$ cat config.mk
export PLATFORM = sky130hd
export DESIGN_NAME = tnt_test_mode_ctl
export DESIGN_NICKNAME = d
export VERILOG_FILES = /design/src/hdl/tnt_pkg.sv /design/src/hdl/tnt_test_mode_ctl.sv /design/src/hdl/tnt_nand_chain.sv
export SDC_FILE = /design/constraint.sdc
export NUM_CORES = 1
export LEC_CHECK = 0
export ABC_CLOCK_PERIOD_IN_PS = 3300
export BUFFER_PORTS_ARGS = -buffer_cell sky130_fd_sc_hd__buf_2
export CAP_MARGIN = 20
export CORE_AREA = 2 2 184 186
export CTS_BUF_LIST = sky130_fd_sc_hd__clkbuf_16
export DETAILED_ROUTE_END_ITERATION = 10
export DIE_AREA = 0 0 186 188
export SLEW_MARGIN = 15
export SYNTH_ARGS = -nofsm -noshare
export SYNTH_HDL_FRONTEND = slang
export SYNTH_SLANG_ARGS = --single-unit
$ cat constraint.sdc
create_clock -name clk_i -period 3.3 [get_ports clk_i]
set_clock_uncertainty 0.15 [all_clocks]
set_input_delay 0.165 -clock clk_i [delete_from_list [all_inputs] [get_ports clk_i]]
set_output_delay 0.165 -clock clk_i [all_outputs]
set_load 0.02 [all_outputs]
$ cat src/hdl/tnt_pkg.sv
// Package: constants and carrier types for the test-mode select and NAND tree block
`default_nettype none
package tnt_pkg;

  // Request-pin codes, sampled as REQ[3:0] levels (low-active pins as seen on the wires)
  localparam logic [3:0] REQ_CODE_NAND    = 4'h2;  // 0010
  localparam logic [3:0] REQ_CODE_ID      = 4'hE;  // 1110
  localparam logic [3:0] REQ_CODE_DISABLE = 4'hF;  // 1111

  // Chain lengths, 282 chained pins in total
  localparam int CHAIN0_LEN  = 72;
  localparam int CHAIN1_LEN  = 72;
  localparam int CHAIN2_LEN  = 70;
  localparam int CHAIN3_LEN  = 68;
  localparam int CHAIN_COUNT = 4;

  // Chain 0 first and last documented elements (host address 25, host data 54)
  localparam int CH0_FIRST_ELEM = 0;
  localparam int CH0_LAST_DOC   = 47;

  // Identifier field layout on the address/data pins
  localparam int AD_W          = 32;
  localparam int DEV_ID_LSB    = 16;
  localparam int DEV_ID_W      = 16;
  localparam int REV_ID_W      = 8;

  // Reset values
  localparam logic            TEST_N_RESET = 1'b0;  // Low: a pin held low across reset is no fall
  localparam logic [AD_W-1:0] AD_ID_RESET  = 32'h0000_0000;

  // Test modes held by the selector
  typedef enum logic [1:0] {
    TNT_MODE_NORMAL,
    TNT_MODE_NAND,
    TNT_MODE_IDREV,
    TNT_MODE_MFRID
  } tnt_mode_type;

  // Input levels of every chained pin, element index equals bit index
  typedef struct packed {
    logic [CHAIN3_LEN-1:0] ch3;
    logic [CHAIN2_LEN-1:0] ch2;
    logic [CHAIN1_LEN-1:0] ch1;
    logic [CHAIN0_LEN-1:0] ch0;
  } tnt_chain_pins_type;

  // Pad drive for the address/data and grant pins; enables are low while driving
  typedef struct packed {
    logic [AD_W-1:0]        ad;
    logic [AD_W-1:0]        ad_oe_n;
    logic [CHAIN_COUNT-1:0] gnt_n;
    logic [CHAIN_COUNT-1:0] gnt_oe_n;
  } tnt_pad_type;

endpackage : tnt_pkg
`default_nettype wire

$ cat src/hdl/tnt_test_mode_ctl.sv
// Test-mode selector with NAND tree, identifier readout and pad override
// Function
// - Test pin low with request code 0010 enters NAND tree mode; hold-request ignored.
// - Test pin high ends any test mode at once, back to normal.
// - Request code is sampled at test pin's falling edge; mode holds while low except on code 1111.
// - NAND mode floats all outputs except the four grants carrying chain outputs.
// - Pull-ups and pull-downs stay enabled during NAND tree mode.
// - 282 chained pins form four chains of 72, 72, 70 and 68.
// - NAND mode lasts until the test pin goes high, code 1111 is applied or reset asserts.
// - Reset, test pin and first suspend-status pin belong to no chain.
// - Code 1110, hold-request high: device ID on AD31:16, revision on AD7:0.
// - Code 1110, hold-request low: manufacturer ID on all 32 AD bits.
// - Code 1111 with test low cancels any test mode, hold-request ignored.
// - Chain 0 exits on grant 0, elements ordered from host address 25 onward.
`timescale 1ns/1ps
`default_nettype none
module tnt_test_mode_ctl
  import tnt_pkg::*;
#(
  parameter logic [DEV_ID_W-1:0] DEVICE_ID = 16'hA5A5,      // Arbitrary value
  parameter logic [REV_ID_W-1:0] REVISION_ID = 8'h01,       // Arbitrary value
  parameter logic [AD_W-1:0]     MANUFACTURER_ID = 32'h5A5A_0001,  // Arbitrary value
  parameter int                  OTHER_W = 16
) (
  input  wire logic               clk_i,
  input  wire logic               rst_n_i,
  input  wire logic               test_n_i,
  input  wire logic [3:0]         req_n_i,
  input  wire logic               south_hold_request_n_i,
  input  wire tnt_chain_pins_type chain_pins_i,
  input  wire tnt_pad_type        norm_pad_i,
  input  wire logic [OTHER_W-1:0] norm_other_oe_n_i,
  input  wire logic               norm_pull_en_i,
  output tnt_pad_type             pad_o,
  output logic [OTHER_W-1:0]      other_oe_n_o,
  output logic                    pull_en_o,
  output tnt_mode_type            mode_o,
  output logic                    test_active_o
);

  logic            test_n_prev;
  logic            test_fall;
  tnt_mode_type    mode;
  tnt_mode_type    next_mode;
  tnt_mode_type    active_mode;
  logic [AD_W-1:0] ad_id;
  logic [AD_W-1:0] next_ad_id;
  logic [CHAIN_COUNT-1:0] chain_out;
  logic [AD_W-1:0]        pad_ad;
  logic [AD_W-1:0]        pad_ad_oe_n;
  logic [CHAIN_COUNT-1:0] pad_gnt_n;
  logic [CHAIN_COUNT-1:0] pad_gnt_oe_n;

  // Previous test pin level, for the falling-edge detector
  always_ff @(posedge clk_i) begin
    if (!rst_n_i) begin
      test_n_prev <= TEST_N_RESET;
    end else begin
      test_n_prev <= test_n_i;
    end
  end

  assign test_fall = test_n_prev & ~test_n_i;

  // Code decode at the falling edge; reserved codes leave the device in normal mode
  always_comb begin
    next_mode  = TNT_MODE_NORMAL;
    next_ad_id = AD_ID_RESET;
    case (req_n_i)
      REQ_CODE_NAND: begin
        next_mode = TNT_MODE_NAND;
      end
      REQ_CODE_ID: begin
        if (south_hold_request_n_i) begin
          next_mode  = TNT_MODE_IDREV;
          next_ad_id = {DEVICE_ID, {(AD_W-DEV_ID_W-REV_ID_W){1'b0}}, REVISION_ID};
        end else begin
          next_mode  = TNT_MODE_MFRID;
          next_ad_id = MANUFACTURER_ID;
        end
      end
      default: begin
        next_mode = TNT_MODE_NORMAL;
      end
    endcase
  end

  // Mode register: reset and test release clear it, falling edge loads it
  always_ff @(posedge clk_i) begin
    if (!rst_n_i) begin
      mode <= TNT_MODE_NORMAL;
    end else if (test_n_i) begin
      mode <= TNT_MODE_NORMAL;
    end else if (test_fall) begin
      mode <= next_mode;
    end else if (req_n_i == REQ_CODE_DISABLE) begin
      mode <= TNT_MODE_NORMAL;
    end
  end

  // Identifier word, loaded with the mode so both appear on the same edge
  always_ff @(posedge clk_i) begin
    if (!rst_n_i) begin
      ad_id <= AD_ID_RESET;
    end else if (!test_n_i && test_fall) begin
      ad_id <= next_ad_id;
    end
  end

  // Gate by the pins themselves: clocks may be stopped, so release must not wait for an edge
  assign active_mode = (rst_n_i && !test_n_i) ? mode : TNT_MODE_NORMAL;

  // Four chains; reset, test and first suspend-status pins are not ports here
  tnt_nand_chain #(.LEN(CHAIN0_LEN)) u_chain0 (
    .pins_i  (chain_pins_i.ch0),
    .chain_o (chain_out[0])
  );
  tnt_nand_chain #(.LEN(CHAIN1_LEN)) u_chain1 (
    .pins_i  (chain_pins_i.ch1),
    .chain_o (chain_out[1])
  );
  tnt_nand_chain #(.LEN(CHAIN2_LEN)) u_chain2 (
    .pins_i  (chain_pins_i.ch2),
    .chain_o (chain_out[2])
  );
  tnt_nand_chain #(.LEN(CHAIN3_LEN)) u_chain3 (
    .pins_i  (chain_pins_i.ch3),
    .chain_o (chain_out[3])
  );

  // Address/data pads: identifier word in both readout modes, floated for the chains
  always_comb begin
    pad_ad      = norm_pad_i.ad;
    pad_ad_oe_n = norm_pad_i.ad_oe_n;
    case (active_mode)
      TNT_MODE_NAND: begin
        pad_ad_oe_n = '1;
      end
      TNT_MODE_IDREV: begin
        pad_ad      = ad_id;
        pad_ad_oe_n = '0;
      end
      TNT_MODE_MFRID: begin
        pad_ad      = ad_id;
        pad_ad_oe_n = '0;
      end
      default: begin
        pad_ad      = norm_pad_i.ad;
        pad_ad_oe_n = norm_pad_i.ad_oe_n;
      end
    endcase
  end

  // Grant pads carry the chain outputs; the only pins left driven in NAND mode
  always_comb begin
    pad_gnt_n    = norm_pad_i.gnt_n;
    pad_gnt_oe_n = norm_pad_i.gnt_oe_n;
    case (active_mode)
      TNT_MODE_NAND: begin
        pad_gnt_n    = chain_out;
        pad_gnt_oe_n = '0;
      end
      default: begin
        pad_gnt_n    = norm_pad_i.gnt_n;
        pad_gnt_oe_n = norm_pad_i.gnt_oe_n;
      end
    endcase
  end

  // Every other output floats in NAND mode; pulls stay on so open pins read defined
  always_comb begin
    other_oe_n_o = norm_other_oe_n_i;
    pull_en_o    = norm_pull_en_i;
    case (active_mode)
      TNT_MODE_NAND: begin
        other_oe_n_o = '1;
        pull_en_o    = 1'b1;
      end
      default: begin
        other_oe_n_o = norm_other_oe_n_i;
        pull_en_o    = norm_pull_en_i;
      end
    endcase
  end

  // Pad word reassembled in the carrier's field order
  assign pad_o = {pad_ad, pad_ad_oe_n, pad_gnt_n, pad_gnt_oe_n};

  assign mode_o        = active_mode;
  assign test_active_o = (active_mode != TNT_MODE_NORMAL);

endmodule : tnt_test_mode_ctl
`default_nettype wire

$ cat src/hdl/tnt_nand_chain.sv
// One NAND chain: each pin after the first NANDed with the previous element's output
`timescale 1ns/1ps
`default_nettype none
module tnt_nand_chain #(
  parameter int LEN = 72
) (
  input  wire logic [LEN-1:0] pins_i,
  output logic                chain_o
);

  logic [LEN-1:0] stage;

  // Element 0 sees a constant high partner, so it acts as an inverter
  assign stage[0] = ~pins_i[0];

  // Purely combinational: the clocks are themselves chain pins and stand still
  for (genvar k = 1; k < LEN; k++) begin : g_elem
    assign stage[k] = ~(pins_i[k] & stage[k-1]);
  end

  assign chain_o = stage[LEN-1];

endmodule : tnt_nand_chain
`default_nettype wire

==> out/metrics.yaml, run 1 <==
status:
  status: "finished clean"
grt:
  grt.met1_usage: 0.0862
  overflow: 0
  antenna_found_initial: 6
  first_global_vias: 4870
  grt_max_degree: 38
  use_met3: 0.00816
  grtUsageMet2: 0.170
  gr-max-usage-layer: "met2"
  grt_pass1_wl_um: 23100
  grt_usage: 0.0858
synth:
  ys.warnings.count: 0
  synth_commonest_cells: "68 x nor2_1, 57 x nand2_1, 51 x o21ai_0"
  yosys.area.top_type: "o21ai_0"
  synth_fp_nets: 821
  yosysMostFrequentCell: "nor2_1"
  syn_area_per_cell_sq_um: 5.32
  netlist_instances: 442
  yosysSeqAreaShare: 0.0511
  synth_edf_count: 0
  yosys_most_used_dff: "dfxtp_1"
  yosys-top-cells-area: "o21ai_0 11%, nor2_1 11%, nand3_1 10%, nand2_1 9.1%, inv_1 7.7%"
  syn_area_sq_mm: 0.00235
  ys_ff_latch: 6
  synth_top_area_frac: 0.109
  synth_cell_type_count: 41
  async_reset_ff_frac: 0
sta:
  finalCritPeriodShare: 0.706
  maxSlewHeadroom: 0.612
  setup_viol: 0
  fin_crit_ns: 2.33
  rsz0062_at_grt: "no"
  max_freq_mhz: 429
  slew_violations: 0
  holdWs_ns: 0.0409
  fin_tns_setup_ns: 0
  final-hold-violation-count: 0
  tightest_slew_ns: 0.582
power:
  power_frac_comb: 0.661
  p_per_area_mw_per_mm2: 150
  power.internal_uw: 493
  clkPwrFrac: 0.246
  p_sw_frac: 0.385
  vdd_drop_max_v: 0.000192
  seq_power_share: 0.093
  p_sw_uw: 308
  leakage_uw: 0.00296
place:
  gp_congestion: 0.963
  dpl_cell_area_sq_mm: 0.00524
  hpwl_um: 16000
  placed_cells: 1351
  portBuffers: 470
critical_path:
  arrival_ns: 2.01
  critPathLaunch: "mode[1]"
  end_kind: "output port"
  worstPathRequired_ns: 2.98
  r2r-start: "test_n_prev"
  cp-start-kind: "register"
  rrSetupSlack_ns: 1.78
  path_max_fanout: 37
  critPathKind: "reg -> out"
finish:
  n_fill_cell: 3845
  drive_gt1_frac: 0.553
  multi_input_area_sq_mm: 0.00199
  fin_area_sq_mm: 0.00532
  ff_latch_area_sq_um: 120
  final_nets: 1287
  area_delta_synth_final_pct: 126
  final_cells: 1358
route:
  antenna_left: 0
  first_iter_violations: 113
  vias: 4964
  first_pass_iters: 4
  routed_wl_um: 17300
  viasPerCell: 3.66
  avgRoutedWirePerCell_um: 12.8
  drc: 0
die:
  die_area_sq_mm: 0.0350
  initial_utilization: 0.0710
  io_pins: 471
  core_area_sq_mm: 0.0331
  die_w_um: 186
  fp.dieH_um: 188
  rows: 67
flow_run:
  drv_cap: 0
hold_path:
  hold_class: "in -> reg"
  worstHoldStart: "test_n_i"
clock_network:
  path_clk_slew_ns: 0.03
  cts_tree: "built"
  postCtsHoldBufs: 0
  clk_latency_ns: 0.23
  cts_resized: 0
  root_buffer: "clkbuf_16"
  postCtsSetupBuffers: 0
  cts_sinks: 6
  cts_made_buffers: 3
  h-tree-depth: 1
  clk_path_buf_depth: 2
worst paths after layout:
kind / cells after the start / to
hold / removal: 2 / test_n_prev
hold reg to reg: 2 / ad_id[0]
setup reg to reg: 5 / ad_id[30]
setup / recovery: 6 / pad_o[68]
through the flow:
stage	total power, uW	util	setup slack (ns)
6_report	801	0.161	0.970
5_1_grt	859	0.161	0.759
4_1_cts	802	0.160	0.941
3_5_place_dp	604	0.158	1.03
3_3_place_gp	602	0.158	1.09
2_1_floorplan	274	-	1.40
cell usage in the layout (no fill, tap or decap), drive strengths merged:
master   netlist  routed
buf            7     474
nor2          69      69
nand2         57      57
o21ai         52      52
nand3         49      49
inv           49      49
a21oi         21      21
and2          18      18
or2           18      18
nor2b         16      16
nand2b        14      14
a21boi        10      10
nand4          6       6
o211ai         6       6
dfxtp          6       6
a31oi          5       5
diode          0       4
and3           4       4
a211oi         4       4
a211o          4       4
clkbuf         6       3
a2111oi        3       3
a21o           2       2
a41o           2       2
a32oi          2       2
o22a           2       2
o31a           2       2
nor3b          2       2
o221ai         1       1
o32ai          1       1
o221a          1       1
a41oi          1       1
nand3b         1       1
a22oi          1       1
power by group through the flow:
stage,clock network [uW],registers (uW),logic (uW)
floorplan,0,75.3,198
global placement,0,75.6,526
detailed placement,0,75.6,528
CTS,197,74.6,531
global route,205,74.6,579
finish,197,74.6,530
routing by layer:
| metal | vias to the layer above | share of wire |
|---|---|---|
| met5 | - | 0.0016 |
| met1 | 2148 | 0.36 |
| met4 | 4 | 0.050 |
| li1 | 2434 | - |
| met3 | 44 | 0.075 |
| met2 | 334 | 0.51 |
cells by family after synthesis:
| group | after synthesis | share of synthesized area |
|---|---|---|
| flops | 6 | 0.0511 |
| buf+inv | 62 | 0.102 |
| simple gates | 254 | 0.524 |
| compound gates | 120 | 0.323 |
cell type report:
type                       count  share of cell area
antenna                        4             0.00188
clock buffer                   3              0.0141
inverter                      49              0.0345
multi-input combinational    374               0.374
sequential                     6              0.0226
tap                          448               0.105
timing repair buffer         474               0.447
registers in the layout (all words and copies together) (netlist names):
| register | flops |
|---|---|
| test_n_prev | 1 |
| ad_id | 3 |
| mode | 2 |
worst max-delay path, stage by stage (launching register included):
cell     delay (ns)
dfxtp_1        0.38
nand2_1        0.08
buf_4          0.23
inv_2          0.46
nand2_1        0.34
nand2_1        0.13
buf_2          0.17
Note: power is estimated with default switching activity, not from simulation.
==> inputs of run 2 (changes only) <==
ABC_AREA = 1   (was unset)
ABC_CLOCK_PERIOD_IN_PS = 2300   (was 3300)
CORE_AREA = 2 2 182 184   (was 2 2 184 186)
DIE_AREA = 0 0 184 186   (was 0 0 186 188)
clock period = 2.3 ns   (was 3.3 ns; I/O delays follow)
==> run 2 against run 1 <==
  * The flow now finishes with violations (setup timing)
  * Flip-flop and latch count stayed put
  * Combinational power is 54% higher
  * Via count is 5.0% lower
  * Critical path type is now in -> out
  * Highest routed layer unchanged
==> out/metrics.yaml, run 2 <==
clock_network:
  path_clk_slew_ns: 0.03
  h-tree-depth: 1
  clk_path_buf_depth: 2
  cts_sinks: 6
  clk_latency_ns: 0.23
  cts_tree: "built"
  cts_made_buffers: 3
  root_buffer: "clkbuf_16"
synth:
  ys.warnings.count: 0
  ys_ff_latch: 6
  synth_fp_nets: 875
  yosysMostFrequentCell: "nand2_1"
  synth_cell_type_count: 17
  syn_area_per_cell_sq_um: 4.20
  netlist_instances: 496
  yosys_most_used_dff: "dfxtp_1"
  async_reset_ff_frac: 0
  synth_top_area_frac: 0.615
  yosys.area.top_type: "nand2_1"
  yosys-top-cells-area: "nand2_1 62%, inv_1 11%, o21ai_0 7.0%, dfxtp_1 5.8%, or2_2 5.1%"
  syn_area_sq_mm: 0.00208
  synth_edf_count: 0
  yosysSeqAreaShare: 0.0577
  synth_commonest_cells: "341 x nand2_1, 62 x inv_1, 29 x o21ai_0"
power:
  power_frac_comb: 0.678
  vdd_drop_max_v: 0.000446
  clkPwrFrac: 0.233
  leakage_uw: 0.00352
  p_sw_frac: 0.392
  power.internal_uw: 734
  p_per_area_mw_per_mm2: 230
  p_sw_uw: 473
  seq_power_share: 0.089
critical_path:
  critPathSlowestCell: "buf_6"
  cp-start-kind: "primary input"
  r2r-start: "test_n_prev"
  path_max_fanout: 1
  end_kind: "output port"
  rrSetupSlack_ns: 1.09
  critPathKind: "in -> out"
  r2r-end: "mode[0]"
  reg2reg_depth: 5
  arrival_ns: 4.24
  worstPathRequired_ns: 2.04
  critPathLaunch: "chain_pins_i[1]"
  cp_slowest_stage_delay_ns: 0.13
  crit_end: "pad_o[4]"
  cpMostUsedCell: "nand2_1"
flow_run:
  drv_cap: 0
sta:
  maxSlewHeadroom: 0.654
  holdWs_ns: 0.0257
  setup_viol: 4
  max_freq_mhz: 222
  slew_violations: 0
  final-hold-violation-count: 0
  finalCritPeriodShare: 1.96
  fin_crit_ns: 4.51
  tightest_slew_ns: 0.514
  rsz0062_at_grt: "yes"
  fin_tns_setup_ns: -8.31
  fin_ws_ns: -2.21
status:
  violations: "setup timing"
  status: "complete, but fails checks"
grt:
  overflow: 0
  grt_usage: 0.0794
  grt_max_degree: 32
  grt_pass1_wl_um: 20900
  antenna_found_initial: 1
  first_global_vias: 4161
finish:
  final_common_cell: "buf_2"
  diodes: 0
  reg.largest.list: "ad_id: 3 flops, mode: 2 flops, test_n_prev: 1 flops"
  n_fill_cell: 3759
  area_delta_synth_final_pct: 152
  largest_reg_flops: 3
  final_cell_mix: "464 x buf_2, 316 x nand2_1, 61 x inv_1, 27 x o21ai_0, 22 x nand2_2"
  drive_gt1_frac: 0.546
  regMostFlops: "ad_id"
  final_util: 0.163
  final_nets: 1351
die:
  core_area_sq_mm: 0.0322
  die_area_sq_mm: 0.0342
  initial_utilization: 0.0646
  rows: 66
  fp.dieH_um: 186
  die_w_um: 184
  io_pins: 471
route:
  first_iter_violations: 215
  first_pass_iters: 5
  vias: 4716
  avgRoutedWirePerCell_um: 11.6
  routed_wl_um: 15900
  drc: 0
  viasPerCell: 3.42
  antenna_left: 0
hold_path:
  hold_depth: 3
  hold_class: "in -> reg"
place:
  hpwl_um: 14500
  portBuffers: 470
  gp_congestion: 0.890
## run 2: changes by cell type after synthesis, sizes merged, moves of 6 or more
cell,change
a21boi,-8
a21oi,-14
and2,-18
buf,-7
inv,+13
nand2,+284
nand2b,-14
nand3,-47
nand4,-6
nor2,-57
nor2b,-16
o211ai,-6
o21ai,-21
## run 2: how the worst min path moves through the flow
stage | end | startpoint | slack, ns
2_1_floorplan | test_n_prev | test_n_i | 0.06
3_3_place_gp | test_n_prev | test_n_i | 0.16
3_5_place_dp | test_n_prev | test_n_i | 0.17
4_1_cts | ad_id[0] | rst_n_i | 0.02
5_1_grt | ad_id[30] | rst_n_i | 0.05
6_report | ad_id[0] | rst_n_i | 0.03
## run 2: repair_timing
item / CTS / global route
setup endpoints to repair: 4 / 4
hold endpoints to repair: 1 / 0
cloned: 0 / 0
hold buffers: 2 / 0
pin swaps: 8 / 7
setup buffers: 0 / 0
gates resized for setup: 35 / 7
## run 2: final cells by class
class                   instances  area, sq um  area share
inverters                      64          240      0.0458
clock buffers                   3         75.1      0.0143
flip-flops and latches          6          120      0.0229
repair buffers                481         2500       0.477
multi-input cells             416         1800       0.343
well taps                     408          510      0.0973
## run 2: power groups by stage
stage | clock network [uW] | registers (uW) | logic [uW]
2_1_floorplan | 0 | 109 | 321
3_3_place_gp | 0 | 110 | 789
3_5_place_dp | 0 | 110 | 792
4_1_cts | 284 | 108 | 815
5_1_grt | 293 | 108 | 908
6_report | 281 | 108 | 818
## run 2: per-layer routing
layer,share of wire,GRT usage,vias to the layer above
li1,-,-,2418
met1,0.41,0.101,2006
met2,0.48,0.139,266
met3,0.089,0.0125,24
met4,0.018,0.0218,2
met5,0.00082,0,-
## run 2: cells by family after synthesis
family,count (synthesis),synth area share
buffers and inverters,74,0.133
AND/OR/NAND/NOR,373,0.695
AO/OA/AOI/OAI,43,0.114
flip-flops,6,0.0577
## run 2: stage by stage
stage / power (uW) / std cells / worst slack, ns / cell area [sq um]
5_1_grt: 1310 / 1378 / -2.88 / 5250
3_3_place_gp: 898 / 1374 / -2.48 / 5050
4_1_cts: 1210 / 1378 / -2.31 / 5220
6_report: 1210 / 1378 / -2.21 / 5250
2_1_floorplan: 430 / 496 / -1.23 / 2110
3_5_place_dp: 901 / 1374 / -2.59 / 5050
## run 2: critical path, delay by kind of cell
kind / cells / cell delay, ns
AND/OR/NAND/NOR: 70 / 3.79
buffers and inverters: 2 / 0.23
AO/OA/AOI/OAI: 1 / 0.11
==> inputs of run 3 (changes only) <==
GPL_ROUTABILITY_DRIVEN = 0   (was unset)
SYNTH_HIERARCHICAL = 1   (was unset)
==> run 3 against run 2 <==
  * Largest cell class unchanged
  * Flip-flop and latch count unchanged
  * Sequential power about the same
  * Critical path depth increased by 3
  * The run still ends with setup timing left
==> out/metrics.yaml, run 3 <==
status:
  status: "complete, but fails checks"
  violations: "setup timing"
synth:
  netlist_instances: 507
  yosys-top-cells-area: "nand2_1 59%, o21ai_2 11%, inv_1 9.8%, dfxtp_1 5.2%, or2_2 4.6%"
  yosysSeqAreaShare: 0.0522
  synth_edf_count: 0
  syn_area_per_cell_sq_um: 4.54
  yosysMostFrequentCell: "nand2_1"
  async_reset_ff_frac: 0
  synth_fp_nets: 886
  yosys_most_used_dff: "dfxtp_1"
  synth_top_area_frac: 0.586
  yosys.area.top_type: "nand2_1"
  ys.warnings.count: 6
  syn_area_sq_mm: 0.00230
  ys_ff_latch: 6
  synth_commonest_cells: "359 x nand2_1, 60 x inv_1, 28 x o21ai_2"
  synth_cell_type_count: 20
finish:
  drive_gt1_frac: 0.570
  regMostFlops: "ad_id"
  final_cells: 1384
  largest_reg_flops: 3
  final_cell_mix: "467 x buf_2, 335 x nand2_1, 59 x inv_1, 28 x o21ai_2, 25 x nand2_2"
  final_nets: 1355
  n_fill_cell: 3768
  area_delta_synth_final_pct: 130
  final_util: 0.164
  final_common_cell: "buf_2"
  fin_area_sq_mm: 0.00528
  reg.largest.list: "ad_id: 3 flops, mode: 2 flops, test_n_prev: 1 flops"
sta:
  final-hold-violation-count: 0
  finalCritPeriodShare: 1.95
  setup_viol: 4
  fin_tns_setup_ns: -8.27
  holdWs_ns: 0.0169
  slew_violations: 0
  max_freq_mhz: 223
  maxSlewHeadroom: 0.670
  rsz0062_at_grt: "yes"
  tightest_slew_ns: 0.494
  fin_crit_ns: 4.48
  fin_ws_ns: -2.18
die:
  fp.dieH_um: 186
  io_pins: 471
  initial_utilization: 0.0714
  die_area_sq_mm: 0.0342
  die_w_um: 184
  rows: 66
  core_area_sq_mm: 0.0322
critical_path:
  path_max_fanout: 1
  end_kind: "output port"
  cp_slowest_stage_delay_ns: 0.13
  critPathLaunch: "chain_pins_i[72]"
  cpMostUsedCell: "nand2_1"
  critPathKind: "in -> out"
  critPathSlowestCell: "buf_6"
  worstPathRequired_ns: 2.04
  arrival_ns: 4.22
  cp-start-kind: "primary input"
  r2r-start: "test_n_prev"
hold_path:
  worstHoldStart: "rst_n_i"
  hold_class: "in -> reg"
place:
  dpl_cell_area_sq_mm: 0.00512
  hpwl_um: 13800
  placed_cells: 1378
  portBuffers: 470
clock_network:
  clk_latency_ns: 0.23
  cts_made_buffers: 3
  clk_path_buf_depth: 2
  path_clk_slew_ns: 0.03
  cts_sinks: 6
  h-tree-depth: 1
  root_buffer: "clkbuf_16"
  cts_tree: "built"
grt:
  grt_pass1_wl_um: 21500
  first_global_vias: 4475
  grt_max_degree: 33
  overflow: 0
  grt_usage: 0.0788
  antenna_found_initial: 2
flow_run:
  drv_cap: 0
power:
  leakage_uw: 0.00357
  vdd_drop_max_v: 0.000280
  p_per_area_mw_per_mm2: 227
route:
  viasPerCell: 3.39
  avgRoutedWirePerCell_um: 11.1
  routed_wl_um: 15400
  first_iter_violations: 138
  antenna_left: 0
  vias: 4693
  drc: 0
  first_pass_iters: 4
==> run 3: cell types whose count changed in the layout (fill, tap and decap cells not counted), moves of 5 or more <==
| cell | previous run | this run |
|---|---|---|
| nand2_1 | 316 | 335 |
| nor2_1 | 11 | 6 |
| buf_4 | 7 | 2 |
| o21ai_0 | 27 | 1 |
| o21ai_2 | 1 | 28 |
==> run 3: metrics by stage <==
| stage | power [uW] | setup WS (ns) |
|---|---|---|
| floorplan | 443 | -1.21 |
| global placement | 890 | -2.23 |
| detailed placement | 896 | -2.27 |
| CTS | 1200 | -2.19 |
| global route | 1300 | -2.90 |
| finish | 1200 | -2.18 |
==> run 3: worst max-delay path: cells and delay by family <==
| family | cells | cell delay (ns) |
|---|---|---|
| and+or+nand+nor | 73 | 3.82 |
| buffers and inverters | 3 | 0.26 |
==> run 3: cell type report <==
class / count / area, sq um / share of cell area
tap: 408 / 510 / 0.0967
timing repair buffer: 475 / 2440 / 0.461
clock buffer: 3 / 75.1 / 0.0142
sequential: 6 / 120 / 0.0227
inverter: 63 / 239 / 0.0452
multi-input combinational: 427 / 1900 / 0.359
antenna: 2 / 5.00 / 0.000948
==> run 3: final timing paths <==
path                                    end  slack (ns)  depth (start not counted)
worst max register to register    ad_id[29]        1.29                          4
worst max-delay path               pad_o[5]       -2.18                         76
worst min register to register     ad_id[0]        0.32                          2
worst min-delay path            test_n_prev        0.02                          3
==> run 3: timing repair <==
item,in CTS,in global routing
endpoints found under the setup margin,4,4
pin swaps,7,16
resized for setup,16,11
buffers inserted,0,0
gates cloned,0,0
hold endpoints to repair,1,0
hold buffers,1,0
==> run 3: metal layers <==
metal,vias up,share of wire,GRT usage
li1,2425,-,-
met1,1982,0.40,0.0905
met2,259,0.49,0.145
met3,27,0.088,0.0164
met4,0,0.022,0.0262
met5,-,0,0
==> run 3: logic make-up after synthesis <==
logic type / synth area share
DFF: 0.0522
buffers and inverters: 0.150
and+or+nand+nor: 0.678
AOI/OAI and AO/OA: 0.120
==> run 3: where the power goes <==
group          leakage [uW]  internal (uW)  switching, uW
clock             0.0000370            223           58.9
combinational       0.00349            404            405
sequential        0.0000487            107          0.871
